<file path="src/inc/pio_pkg.sv">
// pio_pkg: constants and carrier types for the port pin configuration block
package pio_pkg;
  // ----------------------------------------
  // pin counts
  // ----------------------------------------
  localparam int NUM_XBAR_PINS = 16;
  localparam int NUM_PINS = 17;
  localparam int DEBUG_PIN = 16;
  // ----------------------------------------
  // fixed placements
  // ----------------------------------------
  localparam int PIN_VREF = 0;
  localparam int PIN_ANALOG_GROUND_REF = 1;
  localparam int PIN_XTAL_IN = 2;
  localparam int PIN_OSC_OUT = 3;
  localparam int PIN_SER_TX = 4;
  localparam int PIN_SER_RX = 5;
  // ----------------------------------------
  // peripheral signals in priority order (serial port first)
  // ----------------------------------------
  localparam int NUM_PERIPH = 8;
  localparam int SYNC_STAGES = 2;
  // ----------------------------------------
  // reset values
  // ----------------------------------------
  localparam logic [16:0] RST_LATCH = 17'h1FFFF;
  localparam logic [16:0] RST_MODE_IN = 17'h1FFFF;
  localparam logic [16:0] RST_MODE_OUT = 17'h00000;
  localparam logic [15:0] RST_RESERVE = 16'h0000;

  // pad drive of one pin
  typedef struct packed {
    logic drive_low_n;
    logic drive_high_n;
    logic pullup_en;
  } pio_pad_t;

  // per-pin configuration group
  typedef struct packed {
    logic [16:0] port_latch_bit;
    logic [16:0] output_drive_select;
    logic [16:0] input_analog_digital_select;
    logic [15:0] crossbar_pin_reserve;
  } pio_cfg_t;

  // event capture configuration
  typedef struct packed {
    logic [2:0] ext_irq0_sel;
    logic ext_irq0_pol;
    logic [2:0] ext_irq1_sel;
    logic ext_irq1_pol;
    logic [7:0] match_mask_first_port;
    logic [7:0] match_value_first_port;
    logic [7:0] match_mask_second_port;
    logic [7:0] match_value_second_port;
  } pio_evt_cfg_t;
endpackage

</file>
<file path="src/design/pio_port.sv">
// pio_port: port pin modes, crossbar placement, read-back and event capture
`timescale 1ns/1ps
// Summary of operation
// RULE1: port read path always reflects pin state, whatever the crossbar does; code reads 0 on analog pins instead.
// RULE2: debug pin of the third port also works as general I/O.
// RULE3: output mode 1 drives pad high or low from output value.
// RULE4: open-drain drives low for 0, releases both drivers for 1.
// RULE5: after reset every cell is high impedance with pull-up on.
// RULE6: crossbar disabled keeps both drivers off on crossbar pins.
// RULE7: analog mode disables pull-up, output driver and input receiver.
// RULE8: analog pins read back 0.
// RULE9: software writes latch 1 on analog pins.
// RULE10: digital mode pins serve peripherals, events or GPIO with output select.
// RULE11: digital pins read sensed pad level, not driven value.
// RULE12: pull-up on while high impedance, off while driving low.
// RULE13: global pull-up off disables every pull-up.
// RULE14: reserved pins never get peripheral signals.
// RULE15: peripherals go only to unreserved pins of first two ports.
// RULE16: fixed serial port sits on first port pins four and five.
// RULE17: reference, ground, crystal and oscillator pins fixed at pins 0 to 3.
// RULE18: software reserves pins used as GPIO or bypass functions.
// RULE19: events on digital pins raise interrupt or wake, skipped or not.
// RULE20: analog pins never produce events.
// RULE21: two external interrupts select from first port; match covers both ports.
// RULE22: each resource takes lowest free unreserved pin in priority order.
// RULE23: pad inputs pass two flip-flops before any use.
module pio_port #(
  parameter int NPER = pio_pkg::NUM_PERIPH
) (
  // clock and reset
  input wire logic SYS_CLK,
  input wire logic RST_N,
  // configuration
  input wire pio_pkg::pio_cfg_t CFG,
  input wire pio_pkg::pio_evt_cfg_t EVT_CFG,
  input wire logic CROSSBAR_GLOBAL_ENABLE,
  input wire logic GLOBAL_PULLUP_OFF,
  input wire logic FIXED_SERIAL_PORT_EN,
  input wire logic [NPER-1:0] PERIPH_SEL,
  input wire logic [NPER-1:0] PERIPH_OUT,
  input wire logic [NPER-1:0] PERIPH_OE,
  input wire logic SER_TX,
  input wire logic ANALOG_FIXED_EN,
  // debug link data sharing
  input wire logic DEBUG_LINK_ACTIVE,
  input wire logic DEBUG_LINK_DATA_OUT,
  input wire logic DEBUG_LINK_DATA_OE,
  // pads
  input wire logic [16:0] PAD_IN,
  output logic [16:0] PAD_OUT,
  output logic [16:0] PAD_OE_N,
  output logic [16:0] PAD_PULLUP,
  // read-back and routed inputs
  output logic [16:0] PORT_READ,
  output logic [NPER-1:0] PERIPH_IN,
  output logic SER_RX,
  output logic DEBUG_LINK_DATA_IN,
  // fixed analog routing status
  output logic [3:0] ANALOG_FIXED_PINS,
  // events
  output logic EXT_IRQ0,
  output logic EXT_IRQ1,
  output logic PORT_MATCH,
  output logic WAKE
);
  // ----------------------------------------
  // input synchroniser
  // ----------------------------------------
  logic [16:0] sync1_r;
  logic [16:0] sync2_r;
  always_ff @(posedge SYS_CLK) begin
    if (!RST_N) begin
      sync1_r <= 17'h00000;
      sync2_r <= 17'h00000;
    end else begin
      sync1_r <= PAD_IN; // RULE23
      sync2_r <= sync1_r; // RULE23
    end
  end

  // ----------------------------------------
  // crossbar placement
  // ----------------------------------------
  logic [15:0] taken;
  logic [4:0] per_pin [NPER];
  logic [15:0] per_own;
  logic [15:0] per_drv;
  logic [15:0] per_oe;
  always_comb begin
    taken = CFG.crossbar_pin_reserve; // RULE14
    per_own = 16'h0000;
    per_drv = 16'h0000;
    per_oe = 16'h0000;
    if (FIXED_SERIAL_PORT_EN) begin
      taken[pio_pkg::PIN_SER_TX] = 1'b1; // RULE16
      taken[pio_pkg::PIN_SER_RX] = 1'b1; // RULE16
    end
    for (int p = 0; p < NPER; p++) begin
      per_pin[p] = 5'h1F;
      if (PERIPH_SEL[p]) begin
        for (int k = pio_pkg::NUM_XBAR_PINS - 1; k >= 0; k--) begin
          if (!taken[k]) per_pin[p] = 5'(k); // RULE22
        end
        if (per_pin[p] != 5'h1F) begin
          taken[per_pin[p][3:0]] = 1'b1; // RULE15
          per_own[per_pin[p][3:0]] = 1'b1;
          per_drv[per_pin[p][3:0]] = PERIPH_OUT[p];
          per_oe[per_pin[p][3:0]] = PERIPH_OE[p];
        end
      end
    end
  end

  // ----------------------------------------
  // output value, drive and pull-up per pin
  // ----------------------------------------
  logic [16:0] out_val;
  logic [16:0] digital;
  genvar gi;
  generate
    for (gi = 0; gi < pio_pkg::NUM_PINS; gi++) begin : g_pin
      logic drv_lo;
      logic drv_hi;
      logic en;
      always_comb begin
        digital[gi] = CFG.input_analog_digital_select[gi]; // RULE10
        out_val[gi] = CFG.port_latch_bit[gi];
        en = CROSSBAR_GLOBAL_ENABLE; // RULE6
        if (gi == pio_pkg::DEBUG_PIN) begin
          en = 1'b1;
          digital[gi] = 1'b1; // RULE2
          if (DEBUG_LINK_ACTIVE) out_val[gi] = DEBUG_LINK_DATA_OUT | ~DEBUG_LINK_DATA_OE;
        end else if (FIXED_SERIAL_PORT_EN && gi == pio_pkg::PIN_SER_TX) begin
          out_val[gi] = SER_TX; // RULE16
        end else if (FIXED_SERIAL_PORT_EN && gi == pio_pkg::PIN_SER_RX) begin
          out_val[gi] = 1'b1;
        end else if (gi < pio_pkg::NUM_XBAR_PINS) begin
          if (per_own[gi]) out_val[gi] = per_drv[gi] | ~per_oe[gi];
        end
        drv_lo = en && digital[gi] && !out_val[gi]; // RULE4 RULE7
        drv_hi = en && digital[gi] && out_val[gi]
                 && CFG.output_drive_select[gi]; // RULE3
        // reset forces every cell high impedance with pull-up
        if (!RST_N) begin
          drv_lo = 1'b0; // RULE5
          drv_hi = 1'b0; // RULE5
        end
        PAD_OUT[gi] = out_val[gi];
        PAD_OE_N[gi] = !(drv_lo || drv_hi);
        PAD_PULLUP[gi] = !RST_N
          || (digital[gi] && !drv_lo && !GLOBAL_PULLUP_OFF); // RULE5 RULE12 RULE13
      end
    end
  endgenerate

  // ----------------------------------------
  // read-back and routed inputs
  // ----------------------------------------
  logic [16:0] rd_val;
  assign rd_val = sync2_r & digital; // RULE8 RULE11
  assign PORT_READ = rd_val; // RULE1
  assign SER_RX = FIXED_SERIAL_PORT_EN ? rd_val[pio_pkg::PIN_SER_RX] : 1'b1;
  assign DEBUG_LINK_DATA_IN = rd_val[pio_pkg::DEBUG_PIN];
  assign ANALOG_FIXED_PINS = ANALOG_FIXED_EN
    ? ~CFG.input_analog_digital_select[pio_pkg::PIN_OSC_OUT:pio_pkg::PIN_VREF]
    : 4'h0; // RULE17
  always_comb begin
    for (int p = 0; p < NPER; p++) begin
      PERIPH_IN[p] = (per_pin[p] != 5'h1F) ? rd_val[per_pin[p][3:0]] : 1'b1;
    end
  end

  // ----------------------------------------
  // event capture
  // ----------------------------------------
  logic irq0_lvl;
  logic irq1_lvl;
  logic match_lvl;
  logic irq0_r;
  logic irq1_r;
  logic match_r;
  assign irq0_lvl = rd_val[EVT_CFG.ext_irq0_sel] ^ ~EVT_CFG.ext_irq0_pol; // RULE21 RULE20
  assign irq1_lvl = rd_val[EVT_CFG.ext_irq1_sel] ^ ~EVT_CFG.ext_irq1_pol; // RULE21
  assign match_lvl =
    |(((rd_val[7:0] ^ EVT_CFG.match_value_first_port) & EVT_CFG.match_mask_first_port
       & digital[7:0]) |
      ((rd_val[15:8] ^ EVT_CFG.match_value_second_port) & EVT_CFG.match_mask_second_port
       & digital[15:8])); // RULE21 RULE20
  always_ff @(posedge SYS_CLK) begin
    if (!RST_N) begin
      irq0_r <= 1'b0;
      irq1_r <= 1'b0;
      match_r <= 1'b0;
    end else begin
      irq0_r <= irq0_lvl & digital[EVT_CFG.ext_irq0_sel]; // RULE19
      irq1_r <= irq1_lvl & digital[EVT_CFG.ext_irq1_sel]; // RULE19
      match_r <= match_lvl; // RULE19
    end
  end
  assign EXT_IRQ0 = irq0_r;
  assign EXT_IRQ1 = irq1_r;
  assign PORT_MATCH = match_r;
  assign WAKE = irq0_r | irq1_r | match_r; // RULE19

  // ----------------------------------------
  // checks
  // ----------------------------------------
  chk_xbar_off: assert property (@(posedge SYS_CLK) disable iff (!RST_N)
    !CROSSBAR_GLOBAL_ENABLE |-> &PAD_OE_N[15:0]) else $error("drive while crossbar off"); // RULE6
  chk_analog_quiet: assert property (@(posedge SYS_CLK) disable iff (!RST_N)
    (PAD_OE_N[15:0] | CFG.input_analog_digital_select[15:0]) == 16'hFFFF
    && (PAD_PULLUP[15:0] & ~CFG.input_analog_digital_select[15:0]) == 16'h0000)
    else $error("analog pin active"); // RULE7
  chk_analog_read: assert property (@(posedge SYS_CLK) disable iff (!RST_N)
    (PORT_READ[15:0] & ~CFG.input_analog_digital_select[15:0]) == 16'h0000)
    else $error("analog pin reads one"); // RULE8
  chk_pad_read: assert property (@(posedge SYS_CLK) disable iff (!RST_N)
    ($past(RST_N, 2) && digital[0]) |-> PORT_READ[0] == $past(PAD_IN[0], 2))
    else $error("read not pad level"); // RULE11
  chk_open_drain: assert property (@(posedge SYS_CLK) disable iff (!RST_N)
    (!CFG.output_drive_select[0] && out_val[0]) |-> PAD_OE_N[0]) else $error("od drove high"); // RULE4
  chk_push_pull: assert property (@(posedge SYS_CLK) disable iff (!RST_N)
    (CROSSBAR_GLOBAL_ENABLE && digital[0] && CFG.output_drive_select[0]) |-> !PAD_OE_N[0])
    else $error("push-pull not driving"); // RULE3
  chk_pullup_off: assert property (@(posedge SYS_CLK) disable iff (!RST_N)
    GLOBAL_PULLUP_OFF |-> PAD_PULLUP == 17'h00000) else $error("pull-up on"); // RULE13
  chk_reserve_free: assert property (@(posedge SYS_CLK) disable iff (!RST_N)
    (per_own & CFG.crossbar_pin_reserve) == 16'h0000) else $error("reserved pin assigned"); // RULE14
  chk_serial_fixed: assert property (@(posedge SYS_CLK) disable iff (!RST_N)
    FIXED_SERIAL_PORT_EN |-> per_own[5:4] == 2'h0) else $error("serial pin taken"); // RULE16
  chk_reset_quiet: assert property (@(posedge SYS_CLK) // RULE5
    !RST_N |-> (PAD_OE_N == 17'h1FFFF && PAD_PULLUP == 17'h1FFFF))
    else $error("pad active in reset");
  chk_irq_analog: assert property (@(posedge SYS_CLK) disable iff (!RST_N) // RULE20
    !digital[EVT_CFG.ext_irq0_sel] |=> !EXT_IRQ0) else $error("event on analog pin");
  chk_fixed_analog: assert property (@(posedge SYS_CLK) disable iff (!RST_N) // RULE17
    ANALOG_FIXED_EN |-> ANALOG_FIXED_PINS == ~CFG.input_analog_digital_select[3:0])
    else $error("fixed analog pins wrong");
  chk_debug_drive: assert property (@(posedge SYS_CLK) disable iff (!RST_N) // RULE2
    (DEBUG_LINK_ACTIVE && DEBUG_LINK_DATA_OE && !DEBUG_LINK_DATA_OUT)
    |-> (!PAD_OE_N[16] && !PAD_OUT[16])) else $error("debug pin not driven");
  chk_serial_tx: assert property (@(posedge SYS_CLK) disable iff (!RST_N) // RULE16
    (FIXED_SERIAL_PORT_EN && CROSSBAR_GLOBAL_ENABLE && CFG.input_analog_digital_select[4]
     && !SER_TX) |-> (!PAD_OE_N[4] && !PAD_OUT[4])) else $error("serial tx not on pin");
  chk_lowest_pin: assert property (@(posedge SYS_CLK) disable iff (!RST_N) // RULE22
    (PERIPH_SEL[0] && !FIXED_SERIAL_PORT_EN && !CFG.crossbar_pin_reserve[0]) |-> per_own[0])
    else $error("lowest free pin skipped");
  chk_pullup_low: assert property (@(posedge SYS_CLK) disable iff (!RST_N) // RULE12
    (!PAD_OE_N[0] && !PAD_OUT[0]) |-> !PAD_PULLUP[0]) else $error("pull-up while low");
  cov_irq0: cover property (@(posedge SYS_CLK) disable iff (!RST_N) $rose(EXT_IRQ0));
  cov_match: cover property (@(posedge SYS_CLK) disable iff (!RST_N) $rose(PORT_MATCH));
  cov_xbar: cover property (@(posedge SYS_CLK) disable iff (!RST_N) |per_own);
  cov_irq1: cover property (@(posedge SYS_CLK) disable iff (!RST_N) $rose(EXT_IRQ1));
  cov_debug: cover property (@(posedge SYS_CLK) disable iff (!RST_N) DEBUG_LINK_ACTIVE);
endmodule // pio_port

</file>
<file path="config.mk">
export PLATFORM = sky130hd
export DESIGN_NAME = pio_port
export DESIGN_NICKNAME = d
export VERILOG_FILES = /design/src/inc/pio_pkg.sv /design/src/design/pio_port.sv
export SDC_FILE = /design/constraint.sdc
export NUM_CORES = 1
export LEC_CHECK = 0
export BUFFER_PORTS_ARGS = -buffer_cell sky130_fd_sc_hd__buf_2
export CAP_MARGIN = 20
export CORE_ASPECT_RATIO = 2
export CORE_MARGIN = 2
export CORE_UTILIZATION = 51
export DETAILED_ROUTE_END_ITERATION = 16
export PLACE_DENSITY_LB_ADDON = 0.3
export SYNTH_ARGS = -nofsm -noshare
export SYNTH_HDL_FRONTEND = slang
export SYNTH_SLANG_ARGS = --single-unit
export TNS_END_PERCENT = 1
</file>
<file path="constraint.sdc">
create_clock -name SYS_CLK -period 12.4 [get_ports SYS_CLK]
set_clock_uncertainty 0.05 [all_clocks]
set_input_delay 2.48 -clock SYS_CLK [delete_from_list [all_inputs] [get_ports SYS_CLK]]
set_output_delay 2.48 -clock SYS_CLK [all_outputs]
set_load 0.01 [all_outputs]
</file>
==> results of run 1 <==
[repair_timing]
| action | in CTS |
|---|---|
| setup buffers | 31 |
| pin swaps | 71 |
| endpoints found under the setup margin | 51 |
| resized for setup | 195 |
[metrics by stage]
stage / TNS, ns / utilization / area, sq um / std cells
2_1_floorplan: -24.76 / - / 9990 / 1500
3_3_place_gp: -86.69 / 0.791 / 15300 / 2471
3_5_place_dp: -92.29 / 0.791 / 15300 / 2471
4_1_cts: -50.46 / 0.859 / 16600 / 2507
[per-layer routing]
layer	global-route usage	overflow
met1	0.785	2
met2	1.05	453
met3	0.704	8
met4	0.888	207
met5	0.256	0
[cell usage after synthesis, types with 15 or more instances]
library cell	instances
and2_1	55
nand4_1	19
xor2_1	17
nor4_1	16
mux2i_1	20
inv_1	59
a211o_1	15
a211oi_1	30
nand2b_1	31
or3_1	20
nor3_1	41
dfxtp_1	37
nand2_1	189
a22oi_1	24
clkbuf_1	42
a21oi_1	91
o21ai_1	21
and3_1	21
nor2_1	145
a31oi_1	34
a21o_1	15
o211ai_1	51
a222oi_1	17
o21ai_0	69
nand3_1	70
[logic make-up after synthesis]
family | synth area share
AOI/OAI and AO/OA | 0.441
xor gates and xnor gates | 0.0175
adders and majority gates | 0.00614
buffers and inverters | 0.0517
DFF | 0.0742
muxes | 0.0550
and+or+nand+nor | 0.355
==> results.cfg, run 1 <==
[outcome]
outcome = did not finish
haltStage = 5_1_grt
error = [ERROR GRT-0116] Global routing finished with congestion. Check the congestion regions in the DRC Viewer.

[clocking]
hold_buffers = 0
htreeDepth = 2
numCtsBuffers = 5
clock-sinks = 37
root_buffer = clkbuf_16
ctsLongestPathBuffers = 2

[synthesis]
async_reset_ff_frac = 0
synth_top_area_cell = dfxtp_1
ys_seq_area_frac = 0.0742
syn_area_per_cell_sq_um = 6.66
synth_seq_cells = 37
yosys-top-cells-area = dfxtp_1 7.4%, nand2_1 7.1%, nor2_1 5.4%
synth_fp_nets = 1658
yosysWarnings = 0
synth_area_sq_mm = 0.00999
synth_edf_count = 0
synthFlopType = dfxtp_1
syn_inst = 1500
ys_types = 119
yosys.area.top_type_share = 0.0742

[grt]
gr-usage-all-layers = 0.848
grt_pass1_wl_microns = 139000
grt_pass1_vias = 21100
grt_start_max_net_pins = 57
overflow = 670

[placed_design]
gp_congestion = 1.25
dp_slack_ns = -2.04
dp_hpwl_microns = 53000
port_buffers = 242

[floorplan]
io_pins = 244
die_h_microns = 202
rows = 72
fp.dieW_microns = 103
initial_core_util = 0.518
==> inputs of run 2 (changes only) <==
Settings changed: CORE_ASPECT_RATIO 2 to not set, CORE_UTILIZATION 51 to 40, PLACE_DENSITY_LB_ADDON 0.3 to 0.15.
Clock period 12.4 ns to 16.1 ns, I/O delays scaled along.
==> run 2 against run 1 <==
The run now ends clean. Synthesized cell count unchanged. Area after synthesis unchanged.
==> results.cfg, run 2 <==
[synthesis]
ys_types = 119
synth_simple_gate_area_share = 0.355
synth-compound-area-share = 0.441
synth_seq_cells = 37
synth_fp_nets = 1658
async_reset_ff_frac = 0
synthFlopType = dfxtp_1
synth_commonest_cells = 189 x nand2_1, 145 x nor2_1, 91 x a21oi_1, 70 x nand3_1, 69 x o21ai_0
synth-xor-area-share = 0.0175
ys_seq_area_frac = 0.0742
yosys-top-cells-area = dfxtp_1 7.4%, nand2_1 7.1%, nor2_1 5.4%
synthMuxAreaShare = 0.0550
syn_area_per_cell_sq_um = 6.66
synth_area_sq_mm = 0.00999
syn_inst = 1500
synth_edf_count = 0
yosysMostFrequentCell = nand2_1
synth_top_area_cell = dfxtp_1
yosys.area_share.adder = 0.00614
synth_top_family_by_area = compound AO/OA/AOI/OAI gates
yosys.area.top_type_share = 0.0742
yosysWarnings = 0

[power_and_ir_drop]
powerDensity_mw_per_mm2 = 65.6
p_int_uw = 473
peakVddDrop_v = 0.0000663
p_comb_frac = 0.775
p_leak_uw = 0.00629
p_clk_frac = 0.119
finalPower_uw = 934
p_switching_uw = 461
switching_share = 0.494
p_seq_frac = 0.105

[sta]
min_period_over_period = 0.989
rsz0062_at_grt = yes
relSlewSlack = 0.257
hold_violations = 0
worst_slew_pin_slew_ns = 1.11
slew_violations = 0
finalSetupViolCount = 0
setup-tns-final_ns = 0
fin_ws_ns = 0.182
finalCriticalPeriod_ns = 15.92
max_freq_mhz = 62.8

[final_layout]
final_area_sq_mm = 0.0142
fill_cells = 2470
top_regs = sync1_r x17, sync2_r x17
final_cells = 2349
multiInputGateArea_sq_mm = 0.00892
layout_commonest_cell = buf_4
synthToLayoutAreaGrowth_pct = 42.4
final_cell_mix = 337 x buf_4, 242 x buf_2, 189 x nand2_1
fin_nets = 2179
final_layout_size_suffix_gt1_frac = 0.360
ff_latch_area_sq_um = 741

[placed_design]
post-place-cells = 2331
dp_slack_ns = 0.163
gp_congestion = 1.04
dpl_cell_area_sq_mm = 0.0138
port_buffers = 242
dp_hpwl_microns = 48100

[grt]
overflow = 0
gr-usage-all-layers = 0.422
grt_pass1_vias = 14400
antenna_found_initial = 2
grt_start_max_net_pins = 57
grt_pass1_wl_microns = 85000

[setup_path]
cp_data_required_time_ns = 12.83
r2r_start = sync2_r[5]
startpoint_type = input port
r2r_slack_ns = 14.08
worstSetupEndpointType = output port
max_stage_delay_ns = 0.53
crit_type = in -> out
r2r_cells = 7
crit_slowest_cell = a21boi_0
cp_max_fo = 10
worstPathArrival_ns = 12.65
r2r_end = EXT_IRQ1
crit_path_frequent_cell = buf_4

[floorplan]
die-area_sq_mm = 0.0263
core_area_sq_mm = 0.0244
initial_core_util = 0.410
fp.dieW_microns = 162
io_pins = 244
die_h_microns = 162
rows = 57

[detailed_routing]
drcViolationCount = 0
routed_wl_microns = 57600
detail_route.iter0.violations = 2408
post_drt_wl_per_cell_microns = 24.5
first_pass_iters = 9
postRouteAntennaNets = 0
dr_total_vias = 15300
highest_layer = met4
viasPerCell = 6.52
wl_met3_microns = 6440
wl_met2_microns = 25400
wl_met1_microns = 22600

[clocking]
ctsLongestPathBuffers = 2
clock-sinks = 37
clk_pin_slew_worst_paths_ns = 0.06
cts_tree = done
numCtsBuffers = 5
root_buffer = clkbuf_16
clk_latency_ns = 0.29
htreeDepth = 2

[outcome]
outcome = finished, final reports clean

[worst_hold_path]
min_delay_worst_endpoint = sync2_r[4]
hold_class = reg -> reg
hp-start = sync1_r[4]
hold_depth = 1

[job]
maxCapViolCount = 0
run 2: cell counts after synthesis:
No cell type changed its count.
run 2: kinds of logic (layout without fill, tap and decap cells):
| kind of cell | count (synthesis) | count (layout) |
|---|---|---|
| XOR/XNOR | 20 | 20 |
| buffers and inverters | 126 | 648 |
| AO/OA/AOI/OAI | 580 | 580 |
| multiplexers | 38 | 38 |
| AND/OR/NAND/NOR | 693 | 693 |
| adder cells (fa/ha/maj) | 6 | 6 |
| flip-flops | 37 | 37 |
| other | 0 | 3 |
run 2: how the worst max path moves through the flow:
stage / slack (ns) / start / cells past startpoint / end
final: 0.18 / CFG[2] / 38 / PAD_PULLUP[4]
after global routing: -0.05 / CFG[2] / 39 / PAD_PULLUP[4]
after CTS: 0.13 / CFG[2] / 38 / PAD_PULLUP[4]
after detailed placement: 0.16 / CFG[2] / 38 / PAD_PULLUP[4]
after global placement: 0.18 / FIXED_SERIAL_PORT_EN / 36 / PAD_PULLUP[4]
after floorplan: 1.54 / CFG[7] / 33 / PAD_PULLUP[15]
run 2: stage by stage:
| stage | hold WS [ns] | util |
|---|---|---|
| 2_1_floorplan | 0.362 | - |
| 3_3_place_gp | 0.363 | 0.566 |
| 3_5_place_dp | 0.368 | 0.566 |
| 4_1_cts | 0.383 | 0.573 |
| 5_1_grt | 0.396 | 0.583 |
| 6_report | 0.382 | 0.583 |
run 2: layout make-up:
type,count,area share
timing repair buffer,580,0.264
clock inverter,2,0.00273
inverter,60,0.0158
tap,324,0.0285
multi-input combinational,1337,0.627
clock buffer,6,0.00906
sequential,37,0.0521
antenna,3,0.000528
run 2: power by group through the flow:
stage	Sequential, uW	Clock, uW	Combinational (uW)
finish	98.5	111	724
detailed placement	100	0	681
floorplan	99.9	0	352
CTS	98.3	113	686
global placement	100	0	680
global route	98.7	116	764
run 2: worst max-delay path, delay by kind of cell:
family                 cells  cell delay (ns)
AOI/OAI and AO/OA         20             5.69
and+or+nand+nor           10             2.26
buffers and inverters      8             1.46
run 2: repair_timing:
action	CTS	global route
hold buffers	0	0
hold endpoints to repair	0	0
buffers inserted	0	7
endpoints found under the setup margin	0	49
resized for setup	0	31
run 2: per-layer routing:
layer	track usage	vias to the layer above
li1	-	6877
met1	0.555	7177
met2	0.678	1072
met3	0.0644	200
met4	0.201	0
met5	0	-
(Power assumes the default switching activity.)
